[src/dmg_defines.svh]
/*
 * constants for the multiply group execution block: opcodes, field positions,
 * widths, reset values and the multiplier corner case.
 * assumes it is included by the package by bare name.
 */
// Contract
// [RL1] load-mult-and-add copies memory word to multiplicand
// [RL2] same instruction adds old product into accumulator
// [RL3] then writes word to next higher address
// [RL4] direct-mode aux modify changes nothing
// [RL5] indirect aux modify loads new pointer select
// [RL6] most negative squared wraps, no saturation
// [RL7] multiply immediate uses signed 13-bit constant
// [RL8] interrupt held off through following instruction
// [RL9] program should consume product after immediate multiply
// [RL10] direct address uses page select bit
// [RL11] memory multiply signed into product, one cycle; code takes two cycles
// [RL12] indirect aux modify steps selected register only
`ifndef DMG_DEFINES_SVH
`define DMG_DEFINES_SVH

// ****************************************************************
// opcode patterns
// ****************************************************************
`define DMG_OP_LTD_HI   8'h6B
`define DMG_OP_MAR_HI   8'h68
`define DMG_OP_MPY_HI   8'h6D
`define DMG_OP_MULTIPLY_IMMEDIATE_HI  3'h4
`define DMG_OP_NOP      16'h7F80

// ****************************************************************
// instruction field positions
// ****************************************************************
`define DMG_IND_BIT     7
`define DMG_NARP_BIT    3
`define DMG_NXT_BIT     0
`define DMG_INC_BIT     5
`define DMG_DEC_BIT     4

// ****************************************************************
// widths and reset values
// ****************************************************************
`define DMG_ADDR_W      8
`define DMG_MEM_WORDS   144
`define DMG_RST_ACC     32'h0000_0000
`define DMG_RST_PROD    32'h0000_0000
`define DMG_RST_MULT    16'h0000
`define DMG_RST_AUX     8'h00

// ****************************************************************
// multiplier corner case
// ****************************************************************
`define DMG_MOST_NEG    16'h8000
`define DMG_MIN_SQ      32'hC000_0000

`endif

[src/dmg_pkg.sv]
/*
 * types shared by the multiply group execution block.
 * assumes dmg_defines.svh sits in the same folder.
 */
`include "dmg_defines.svh"
package dmg_pkg;
	typedef logic [`DMG_ADDR_W-1:0] dmg_addr_t;  // data memory address
	typedef logic [15:0]            dmg_word_t;  // data word
	// instruction classes decoded by this block
	typedef enum logic [2:0] {
		DMG_CL_NONE = 3'h0,
		DMG_CL_LTD  = 3'h1,
		DMG_CL_MAR  = 3'h3,
		DMG_CL_MPY  = 3'h2,
		DMG_CL_MULTIPLY_IMMEDIATE = 3'h6,
		DMG_CL_NOP  = 3'h7
	} dmg_class_e;
	// two-phase execution: read then write-back
	typedef enum logic [0:0] {
		DMG_ST_READ  = 1'b0,
		DMG_ST_WRITE = 1'b1
	} dmg_state_e;
endpackage : dmg_pkg

[src/dmg_data_mem.sv]
/*
 * on-chip data memory, one read and one write port, registered read data.
 * assumes one clock and a clock enable shared with the execution unit.
 */
`timescale 1ns/10ps
module dmg_data_mem
	import dmg_pkg::*;
(
	// clock
	input  wire logic      clk_sys,
	input  wire logic      clk_en,
	// read port
	input  wire dmg_addr_t rd_addr,
	output logic [15:0]    rd_data,
	// write port
	input  wire logic      wr_en,
	input  wire dmg_addr_t wr_addr,
	input  wire dmg_word_t wr_data
);
	// storage, no reset so it maps onto ram
	logic [15:0] mem_q [0:`DMG_MEM_WORDS-1];

	// ****************************************************************
	// ports
	// ****************************************************************
	// array write; a plain clocked process so a bench may preload words
	always @(posedge clk_sys) begin
		if (clk_en && wr_en && (wr_addr < `DMG_MEM_WORDS))
			mem_q[wr_addr] <= wr_data;
	end
	// read data comes out of a register
	always_ff @(posedge clk_sys) begin
		if (clk_en) begin
			rd_data <= (rd_addr < `DMG_MEM_WORDS) ? mem_q[rd_addr] : 16'h0000;
		end
	end
endmodule : dmg_data_mem

[src/dmg_exec.sv]
/*
 * multiply group execution unit: delay-line load/accumulate, aux modify,
 * memory and immediate multiply, no-operation.
 * assumes instructions arrive with a valid/ready handshake, and that the
 * sequencer honours int_hold_ff when taking interrupts.
 */
`timescale 1ns/10ps
module dmg_exec
	import dmg_pkg::*;
(
	// clock and reset
	input  wire logic        clk_sys,
	input  wire logic        reset_n,
	input  wire logic        clk_en,
	// instruction stream
	input  wire logic        instr_valid,
	input  wire logic [15:0] instr_word,
	output logic             instr_ready,
	// state visible to the rest of the core
	input  wire logic        page_select_bit,
	output logic [31:0]      acc_ff,
	output logic [31:0]      prod_ff,
	output logic [15:0]      mult_ff,
	output logic [7:0]       aux0_ff,
	output logic [7:0]       aux1_ff,
	output logic             aux_ptr_ff,
	output logic             int_hold_ff,
	output logic             done_ff
);
	// ****************************************************************
	// decoding
	// ****************************************************************
	function automatic dmg_class_e classify(input logic [15:0] w);
		if (w[15:13] == `DMG_OP_MULTIPLY_IMMEDIATE_HI)       return DMG_CL_MULTIPLY_IMMEDIATE;
		else if (w == `DMG_OP_NOP)             return DMG_CL_NOP;
		else if (w[15:8] == `DMG_OP_LTD_HI)    return DMG_CL_LTD;
		else if (w[15:8] == `DMG_OP_MAR_HI)    return DMG_CL_MAR;
		else if (w[15:8] == `DMG_OP_MPY_HI)    return DMG_CL_MPY;
		else                                   return DMG_CL_NONE;
	endfunction : classify

	// signed 16x16 product; the most negative value squared gives the fixed pattern
	function automatic logic [31:0] mul_wrap(input logic [15:0] a, input logic [15:0] b);
		if (a == `DMG_MOST_NEG && b == `DMG_MOST_NEG)
			return `DMG_MIN_SQ; // RL6
		return 32'($signed(a) * $signed(b));
	endfunction : mul_wrap

	// operand address: page bit for direct, selected aux for indirect
	function automatic dmg_addr_t opnd_addr(input logic [15:0] w, input logic pg,
		input logic [7:0] a0, input logic [7:0] a1, input logic ap);
		if (w[`DMG_IND_BIT])
			return ap ? a1 : a0;
		else
			return {pg, w[6:0]}; // RL10
	endfunction : opnd_addr

	// ****************************************************************
	// registers
	// ****************************************************************
	dmg_state_e  state_ff, nxt_state;     // execution phase
	logic [15:0] iw_ff, nxt_iw;           // instruction in execution
	dmg_addr_t   ad_ff, nxt_ad;           // operand address latched
	logic [31:0] nxt_acc, nxt_prod;
	logic [15:0] nxt_mult;
	logic [7:0]  nxt_aux0, nxt_aux1;
	logic        nxt_aux_ptr, nxt_int_hold, nxt_done;
	logic        hold_arm_ff, nxt_hold_arm; // immediate multiply just ran
	dmg_class_e  cls_q;                   // class of latched word
	dmg_class_e  cls_in;                  // class of incoming word
	logic        take;                    // instruction accepted
	// memory ports
	dmg_addr_t   rd_addr;
	logic [15:0] rd_data;
	logic        wr_en;
	dmg_addr_t   wr_addr;
	logic [7:0]  aux_sel;                 // currently selected aux value
	logic [7:0]  aux_new;                 // stepped aux value

	assign cls_in      = classify(instr_word);
	assign cls_q       = classify(iw_ff);
	// memory-touching classes take a second phase, so stall in it
	assign instr_ready = (state_ff == DMG_ST_READ);
	assign take        = clk_en && instr_valid && instr_ready;
	assign rd_addr     = opnd_addr(instr_word, page_select_bit, aux0_ff, aux1_ff, aux_ptr_ff);
	assign aux_sel     = aux_ptr_ff ? aux1_ff : aux0_ff;

	dmg_data_mem u_mem (
		.clk_sys (clk_sys),
		.clk_en  (clk_en),
		.rd_addr (rd_addr),
		.rd_data (rd_data),
		.wr_en   (wr_en),
		.wr_addr (wr_addr),
		.wr_data (rd_data)
	);

	// ****************************************************************
	// next-state logic
	// ****************************************************************
	always_comb begin
		nxt_state    = state_ff;
		nxt_iw       = iw_ff;
		nxt_ad       = ad_ff;
		nxt_acc      = acc_ff;
		nxt_prod     = prod_ff;
		nxt_mult     = mult_ff;
		nxt_aux0     = aux0_ff;
		nxt_aux1     = aux1_ff;
		nxt_aux_ptr  = aux_ptr_ff;
		nxt_hold_arm = hold_arm_ff;
		nxt_int_hold = int_hold_ff;
		nxt_done     = 1'b0;
		wr_en        = 1'b0;
		wr_addr      = 8'(ad_ff + 8'h01);
		aux_new      = aux_sel;
		unique case (state_ff)
			DMG_ST_READ: begin
				if (take) begin
					nxt_iw = instr_word;
					nxt_ad = rd_addr;
					// an instruction after the immediate multiply releases the hold
					nxt_int_hold = 1'b0;
					nxt_hold_arm = 1'b0;
					unique case (cls_in)
						DMG_CL_MULTIPLY_IMMEDIATE: begin
							// signed 13-bit constant; wrap, never saturate
							nxt_prod = 32'($signed(mult_ff) * $signed(instr_word[12:0])); // RL7
							nxt_int_hold = 1'b1; // RL8
							nxt_hold_arm = 1'b1;
							nxt_done = 1'b1;
						end
						DMG_CL_MAR: begin
							if (instr_word[`DMG_IND_BIT]) begin
								if (instr_word[`DMG_INC_BIT])
									aux_new = aux_sel + 8'h01; // RL12
								else if (instr_word[`DMG_DEC_BIT])
									aux_new = aux_sel - 8'h01; // RL12
								if (aux_ptr_ff)
									nxt_aux1 = aux_new;
								else
									nxt_aux0 = aux_new;
								if (!instr_word[`DMG_NARP_BIT])
									nxt_aux_ptr = instr_word[`DMG_NXT_BIT]; // RL5
							end
							// direct form leaves the aux registers and pointer alone RL4
							nxt_done = 1'b1;
						end
						DMG_CL_LTD, DMG_CL_MPY: begin
							// memory word arrives next cycle
							nxt_state = DMG_ST_WRITE;
						end
						default: begin
							nxt_done = 1'b1; // no_operation and foreign codes
						end
					endcase
				end
			end
			DMG_ST_WRITE: begin
				if (clk_en) begin
					if (cls_q == DMG_CL_LTD) begin
						nxt_mult = rd_data; // RL1
						nxt_acc  = acc_ff + prod_ff; // RL2
						wr_en    = 1'b1; // RL3
					end else begin
						// full 32-bit product: 8000h squared wraps to C0000000h
						nxt_prod = mul_wrap(mult_ff, rd_data); // RL11 RL6
					end
					// indirect post-step of the pointer register
					if (iw_ff[`DMG_IND_BIT]) begin
						if (iw_ff[`DMG_INC_BIT])
							aux_new = aux_sel + 8'h01;
						else if (iw_ff[`DMG_DEC_BIT])
							aux_new = aux_sel - 8'h01;
						if (aux_ptr_ff)
							nxt_aux1 = aux_new;
						else
							nxt_aux0 = aux_new;
						if (!iw_ff[`DMG_NARP_BIT])
							nxt_aux_ptr = iw_ff[`DMG_NXT_BIT];
					end
					nxt_done  = 1'b1;
					nxt_state = DMG_ST_READ;
				end
			end
		endcase
	end

	// ****************************************************************
	// registers
	// ****************************************************************
	always_ff @(posedge clk_sys or negedge reset_n) begin
		if (!reset_n) begin
			state_ff    <= DMG_ST_READ;
			iw_ff       <= `DMG_OP_NOP;
			ad_ff       <= `DMG_RST_AUX;
			acc_ff      <= `DMG_RST_ACC;
			prod_ff     <= `DMG_RST_PROD;
			mult_ff     <= `DMG_RST_MULT;
			aux0_ff     <= `DMG_RST_AUX;
			aux1_ff     <= `DMG_RST_AUX;
			aux_ptr_ff  <= 1'b0;
			hold_arm_ff <= 1'b0;
			int_hold_ff <= 1'b0;
			done_ff     <= 1'b0;
		end else if (clk_en) begin
			state_ff    <= nxt_state;
			iw_ff       <= nxt_iw;
			ad_ff       <= nxt_ad;
			acc_ff      <= nxt_acc;
			prod_ff     <= nxt_prod;
			mult_ff     <= nxt_mult;
			aux0_ff     <= nxt_aux0;
			aux1_ff     <= nxt_aux1;
			aux_ptr_ff  <= nxt_aux_ptr;
			hold_arm_ff <= nxt_hold_arm;
			int_hold_ff <= nxt_int_hold;
			done_ff     <= nxt_done;
		end
	end
endmodule : dmg_exec

[config.mk]
export PLATFORM = sky130hd
export DESIGN_NAME = dmg_exec
export DESIGN_NICKNAME = d
export VERILOG_FILES = /design/src/dmg_pkg.sv /design/src/dmg_data_mem.sv /design/src/dmg_exec.sv
export VERILOG_INCLUDE_DIRS = /design/src
export SDC_FILE = /design/constraint.sdc
export NUM_CORES = 2
export LEC_CHECK = 0
export BUFFER_PORTS_ARGS = -buffer_cell sky130_fd_sc_hd__buf_2
export CAP_MARGIN = 20
export CORE_MARGIN = 8
export CORE_UTILIZATION = 50
export DETAILED_ROUTE_END_ITERATION = 10
export PLACE_DENSITY = 0.71
export RECOVER_POWER = 25
export REMOVE_ABC_BUFFERS = 1
export SLEW_MARGIN = 20
export SYNTH_ARGS = -nofsm -noshare
export SYNTH_HDL_FRONTEND = slang
export SYNTH_SLANG_ARGS = --single-unit
[constraint.sdc]
create_clock -name clk_sys -period 16.7 [get_ports clk_sys]
set_input_delay 0.835 -clock clk_sys [delete_from_list [all_inputs] [get_ports clk_sys]]
set_output_delay 0.835 -clock clk_sys [all_outputs]
set_load 0.05 [all_outputs]
---- Word level (Yosys, flattened, before mapping) ----
Memory sizes are Yosys's and may differ from the RTL's. A register that Yosys moved wholly into a read port is not among the register bits.
Cells that the tools add are included.
operators by class
  equal/unequal tests ..................... 29
  bitwise logic cells ..................... 1
  multipliers ............................. 2
  multiplexer cells ....................... 59
  reductions and logical operators ........ 13
  add/subtract/negate cells ............... 4
  $lt $le $gt $ge ......................... 2
operator list
  kind                                                   count
  2-to-1 mux 32 bit                                      5
  2-to-1 mux 8 bit                                       18
  one-hot mux 32 bit (2 select lines)                    1
  equality test 8 x 7 -> 1 bit, second input constant    6
  adder 32 bit                                           1
  equality test 16 x 15 -> 1 bit, second input constant  2
  equality test 16 bit, second input constant            2
  multiplier 16 x 16 -> 32 bit                           1
  one-hot mux 8 bit (2 select lines)                     2
  multiplier 16 x 13 -> 29 bit                           1
  AND reduction 7 bit                                    3
  2-to-1 mux 1 bit                                       20
  adder 8 x 1 -> 8 bit, second input constant            2
  < comparator 8 bit, second input constant              2
  inequality test 2 bit, second input constant           7
  2-to-1 mux 2 bit                                       6
  2-to-1 mux 3 bit                                       4
  inequality test 2 x 1 -> 1 bit, second input constant  5
  equality test 3 bit, second input constant             3
  subtractor 8 x 1 -> 8 bit, second input constant       1
  equality test 3 x 1 -> 1 bit, second input constant    2
  equality test 3 x 2 -> 1 bit, second input constant    2
  one-hot mux 1 bit (2 select lines)                     3
  AND reduction 3 bit                                    2
  5 further kinds                                        9
word-level totals
  output and inout bits ................... 100
  memories kept ........................... 1
  word-level logic and storage cells ...... 122
  register bits ........................... 124
  bits in writable memories ............... 2304
  input port bits ......................... 21
memory list
  memory       words  bits a word  read ports  clocked after Yosys merged registers in  wr ports  line                text
  u_mem.mem_q  144    16           1           1                                        1         dmg_data_mem.sv:21  logic [15:0] mem_q [0:`DMG_MEM_WORDS-1];

---- Longest topological paths before layout ----
  word-level depth ........................ 14
  gate-level depth with buffers ........... 25
  mapped depth without buffers ............ 22

---- Hierarchy ----
Synthesis repeated with hierarchy kept, for this count alone.
unflattened totals
  cell total of the unflattened synthesis .. 6686
  area total of the unflattened synthesis .. 113906.7 um^2
modules (own cells, without submodules)
  module        sequential area each (um^2)  area each (um^2)  times used  cells each
  dmg_data_mem  69666.8                      89226.8           1           3941
  dmg_exec      3037.9                       24679.9           1           2745

---- Worst setup path after synthesis ----
Ideal clock, no wire load.
  path type ............................... register -> register
  start ................................... reg u_mem.rd_data[7], read port of u_mem.mem_q
  end ..................................... reg prod_ff[30]
  arrival time ............................ 8.142 ns
  period minus slack after synthesis ...... 8.208 ns
  buffers on the path ..................... 2
  cell stages (with the launch flop) ...... 25
  library setup time ...................... 0.066 ns
  data required time ...................... 16.634 ns
  slack ................................... 8.492 ns
  cell sequence ........................... edfxtp_1 clkbuf_1 clkbuf_1 nand2_1 fa_1 inv_1 fa_1 inv_1 fa_1 inv_1 fa_1 fa_1 inv_1 fa_1 inv_1 ha_1 a21o_1 a21o_1 a21oi_1 o311ai_1 a221oi_2 o21ai_0 or4b_1 a41oi_1 o22a_1
between the ends
  longest elaborated chain between the ends .. 9
  elaborated cells on any way between the ends .. 10
  those cells by class .................... mul (1); eq/ne (1); mux (7); reduce/logical (1)
ends and longest elaborated chain
  item                                                                                  line                text
  from (decl)                                                                           dmg_data_mem.sv:14  output logic [15:0] rd_data,
  parallel branches: the longest is 6 deep, another holds multiplier 16 x 16 -> 32 bit  -
  2-to-1 mux 32 bit *                                                                   dmg_exec.sv:46      return 32'($signed(a) * $signed(b));
  2-to-1 mux 32 bit *                                                                   dmg_exec.sv:161     if (cls_q == DMG_CL_LTD) begin
  one-hot mux 32 bit (2 select lines) *                                                 dmg_exec.sv:117     unique case (state_ff)
  to (signal assigned)                                                                  dmg_exec.sv:198     prod_ff <= `DMG_RST_PROD;
  to (signal assigned)                                                                  dmg_exec.sv:211     prod_ff <= nxt_prod;
  to (decl)                                                                             dmg_exec.sv:22      output logic [31:0] prod_ff,
Every way passes the cells marked *. The select of a mux whose other input is x is not followed.
A chain may end at the register's enable or synchronous reset.

---- Final worst setup path ----
  start ................................... reg u_mem.rd_data[15], read port of u_mem.mem_q
  end ..................................... reg prod_ff[30]
Same word-level chain as after synthesis.

==> metrics.yaml <==
outcome:
  outcome: "complete, but fails checks"
  violations: "max-capacitance violations, max-slew violations"
cells_and_area:
  area_growth_pct: 10.89
  drive_gt1_share_pct: 17.25
  fin_cells: 10690
  nets: 8147
worst_setup_path:
  path_class: "flop to flop"
  crit_path_top_delay_cell: "clkbuf_1"
  arrival_ns: 11.64
  critPathMaxFanout: 69
  end_kind: "flop"
  crit_chain: "clkbuf_1 -> inv_1 -> nor2_1 -> fa_1 -> fa_1 -> fa_1 -> fa_1 -> fa_1 -> inv_1 -> fa_1 -> inv_1 -> ha_1 -> a21o_1 -> a21oi_1 -> o311ai_1 -> a221oi_2 -> o21ai_0 -> or4b_1 -> a41oi_1 -> o22a_1"
  r2r_setup_slack_ns: 5.84
  max_stage_delay_ns: 2.84
  worstPathRequired_ns: 17.48
  critPathMostFrequentCell: "fa_1"
  crit_family: "buffers and inverters"
  critPathBufInv: 4
  startpoint_type: "flop"
grt:
  grt_overflow: 0
  antenna_found_initial: 12
  grt.total_usage_pct: 24.92
  grt_pass1_wl_mm: 451.8
  grt_max_degree: 150
  grt_pass1_vias: 67640
floorplan:
  ios: 121
  die-area_um2: 244400
  row_count: 175
  start_util_pct: 50.29
  dieWidth_um: 494.4
  core_area_um2: 227500
  chipHeight_um: 494.4
power_and_ir_drop:
  cellPowerDensity_nw_per_um2: 106.5
  finalPower_mw: 13.51
  ir_drop_uv: 135.8
  leakagePower_nw: 45.46
logic_synthesis:
  syn_avg_cell_area_um2: 15.83
  synth_top_area_cell: "edfxtp_1"
  ys_seq_area_share_pct: 63.54
  synthCells: 7229
  synth_top_flop_cell: "edfxtp_1"
  synth.area.top_cells: "edfxtp_1 61%, mux4_2 9.9%, fa_1 8.0%"
  yosysUniqueCellTypes: 85
  ys_ff_latch: 2441
  ys.warnings.count: 0
  synthArstFlopShare_pct: 4.957
  synth-edff-count: 2320
  netlist_area_um2: 114400
  synth_top_area_share_pct: 60.89
sta:
  fin_crit_ns: 10.86
  timing.fmax_mhz: 92.07
  rsz0062_at_grt: "false"
  slew_headroom_pct: -241.7
  worst_slack_ns: 5.838
  clock_skew_ns: 0.1011
  worst_pin_slew_ns: 5.125
  slew_viol_final: 1342
  setup_viol: 0
  fin_crit_sh_pct: 65.04
  hold_viol_final: 0
flow_run:
  maxCapViolations: 23
detailed_routing:
  avgRoutedWirePerCell_um: 28.72
  avgViaCountPerCell: 6.239
  drc: 0
  drtIter0Drc: 8087
  drt_first_pass_iters: 6
  via_count: 66720
  ant_nets: 0
  wl_mm: 307.2
placed_design:
  post-dp-hpwl_mm: 189.1
  port_buffers: 120
  gp_congestion: 0.9241
  dp_cells: 10250
  place_ws_ns: 8.640
clock_tree:
  clkLatencyLatePin_ns: 0.91
  cts_tree: "done"
  cts_htree_levels: 4
  cts_buffers: 235
  clkTransAtPathRegs_ns: 0.07
  cts_resized: 0
  cts_sinks: 2441
  ctsRootBufferMaster: "clkbuf_16"
  clk_path_buf_depth: 3
hold_path:
  hold_path.class: "input pin to flop"
[metrics by stage]
stage / hold WS [ns] / cell area, um^2 / setup TNS [ns] / utilization, %
after global placement: 0.4558 / 119000 / 0 / 52.32
final: 0.2648 / 126900 / 0 / 55.77
after floorplan: 0.4606 / 112300 / -53.85 / -
after global routing: 0.2314 / 126900 / 0 / 55.77
after detailed placement: 0.4575 / 119000 / 0 / 52.33
after CTS: 0.1934 / 126900 / 0 / 55.79
[report_power, final]
part	switching [mW]	internal (mW)	leakage (nW)
registers	0.0480	6.86	22.5
clock network	2.34	3.03	3.84
logic	0.877	0.347	19.1
[timing repair]
item                       CTS  global route
setup endpoints to repair    0             0
hold buffers                 1             0
setup buffers                0             0
hold endpoints to repair    57             0
[cells in the mapped netlist, types with 17 or more instances]
library cell / count
a21oi_1: 148
o21ai_0: 108
a31oi_1: 75
ha_1: 188
a22oi_1: 56
buf_2: 89
nand4_1: 17
inv_1: 516
nand2b_1: 25
nor2_1: 260
fa_1: 458
o211ai_1: 17
buf_4: 35
and3_1: 54
buf_6: 38
nor3_1: 33
dfrtp_1: 113
mux4_2: 505
a211oi_1: 29
nor2b_1: 22
a21o_1: 48
mux2i_1: 86
nand2_1: 954
mux2_2: 27
o22ai_1: 17
nor4_1: 19
buf_1: 33
edfxtp_1: 2320
xor2_1: 36
clkbuf_1: 187
nand3_1: 234
and2_1: 210
xnor2_1: 65
a221oi_1: 18
[worst register-to-register path, cell delays in order (launching register included)]
cell	delay (ns)
edfxtp_1	0.42
clkbuf_1	2.84
inv_1	1.49
nor2_1	0.40
fa_1	0.48
fa_1	0.46
fa_1	0.57
fa_1	0.45
fa_1	0.49
inv_1	0.05
fa_1	0.47
inv_1	0.04
ha_1	0.33
a21o_1	0.17
a21oi_1	0.16
o311ai_1	0.27
a221oi_2	0.48
o21ai_0	0.29
or4b_1	0.56
a41oi_1	0.21
o22a_1	0.14
[kinds of logic after synthesis]
group                    synth area share [%]
buffers and inverters                   3.569
AO/OA/AOI/OAI                           3.649
multiplexers                            11.01
adder cells (fa/ha/maj)                 10.07
flip-flops                              63.54
AND/OR/NAND/NOR                         7.386
XOR/XNOR                               0.7731
[cells in the final DEF, fill, tap and decap left out, types with 15 or more instances in the layout]
master	n
a22oi_1	56
mux4_2	505
o22ai_1	17
nor4_1	17
nand4_1	17
inv_1	516
fa_1	458
dfrtp_1	113
buf_4	254
mux2_2	27
a31oi_1	75
and3_1	54
clkbuf_1	60
nand3_1	231
a21oi_1	146
edfxtp_1	2320
nor2b_1	21
a211oi_1	29
nand2_1	953
o21a_1	15
xnor2_1	65
o21ai_0	108
nor2_1	251
xor2_1	36
o211ai_1	17
and2_1	210
ha_1	188
bufinv_16	26
clkbuf_16	236
buf_2	119
nand2b_1	25
clkinv_1	53
clkinv_2	55
a221oi_1	18
a21o_1	44
nor3_1	28
mux2i_1	86
[path summary, 6_finish.rpt]
| check | start | endpoint | cells after the start |
|---|---|---|---|
| setup / recovery | u_mem.rd_data[15]$_SDFFCE_PP0P_ | prod_ff[30]$_DFFE_PN0P_ | 20 |
| hold / removal | instr_word[15] | iw_ff[15]$_DFFE_PN0P_ | 2 |
| setup reg to reg | u_mem.rd_data[15]$_SDFFCE_PP0P_ | prod_ff[30]$_DFFE_PN0P_ | 20 |
| hold reg to reg | acc_ff[31]$_DFFE_PN0P_ | acc_ff[31]$_DFFE_PN0P_ | 1 |
| max in group asynchronous | reset_n | mult_ff[15]$_DFFE_PN0P_ | 3 |
| min in group asynchronous | reset_n | acc_ff[20]$_DFFE_PN0P_ | 2 |
[sequential cells by signal, summed over array words and instances, names as in the netlist, 8 cells and up]
signal         cells
mult_ff           16
u_mem.mem_q     2304
prod_ff           32
ad_ff              8
acc_ff            32
u_mem.rd_data     16
aux0_ff            8
aux1_ff            8
iw_ff             13
[layer usage]
metal | vias up | track usage, % | share of wire (%)
met2 | 4086 | 39.61 | 47
li1 | 27310 | - | -
met3 | 768 | 5.506 | 11
met5 | - | 0 | 0.018
met1 | 34550 | 33.43 | 37
met4 | 8 | 10.75 | 5.2
[layout make-up]
class	instances	area [um^2]
tap	3009	3765
clock inverter	161	1758
timing repair buffer	407	2770
antenna	4	10.01
sequential	2441	72700
fill	17210	100600
inverter	516	1937
clock buffer	277	6110
multi-input combinational	3879	37820
Power figures use the tool's default switching activity.
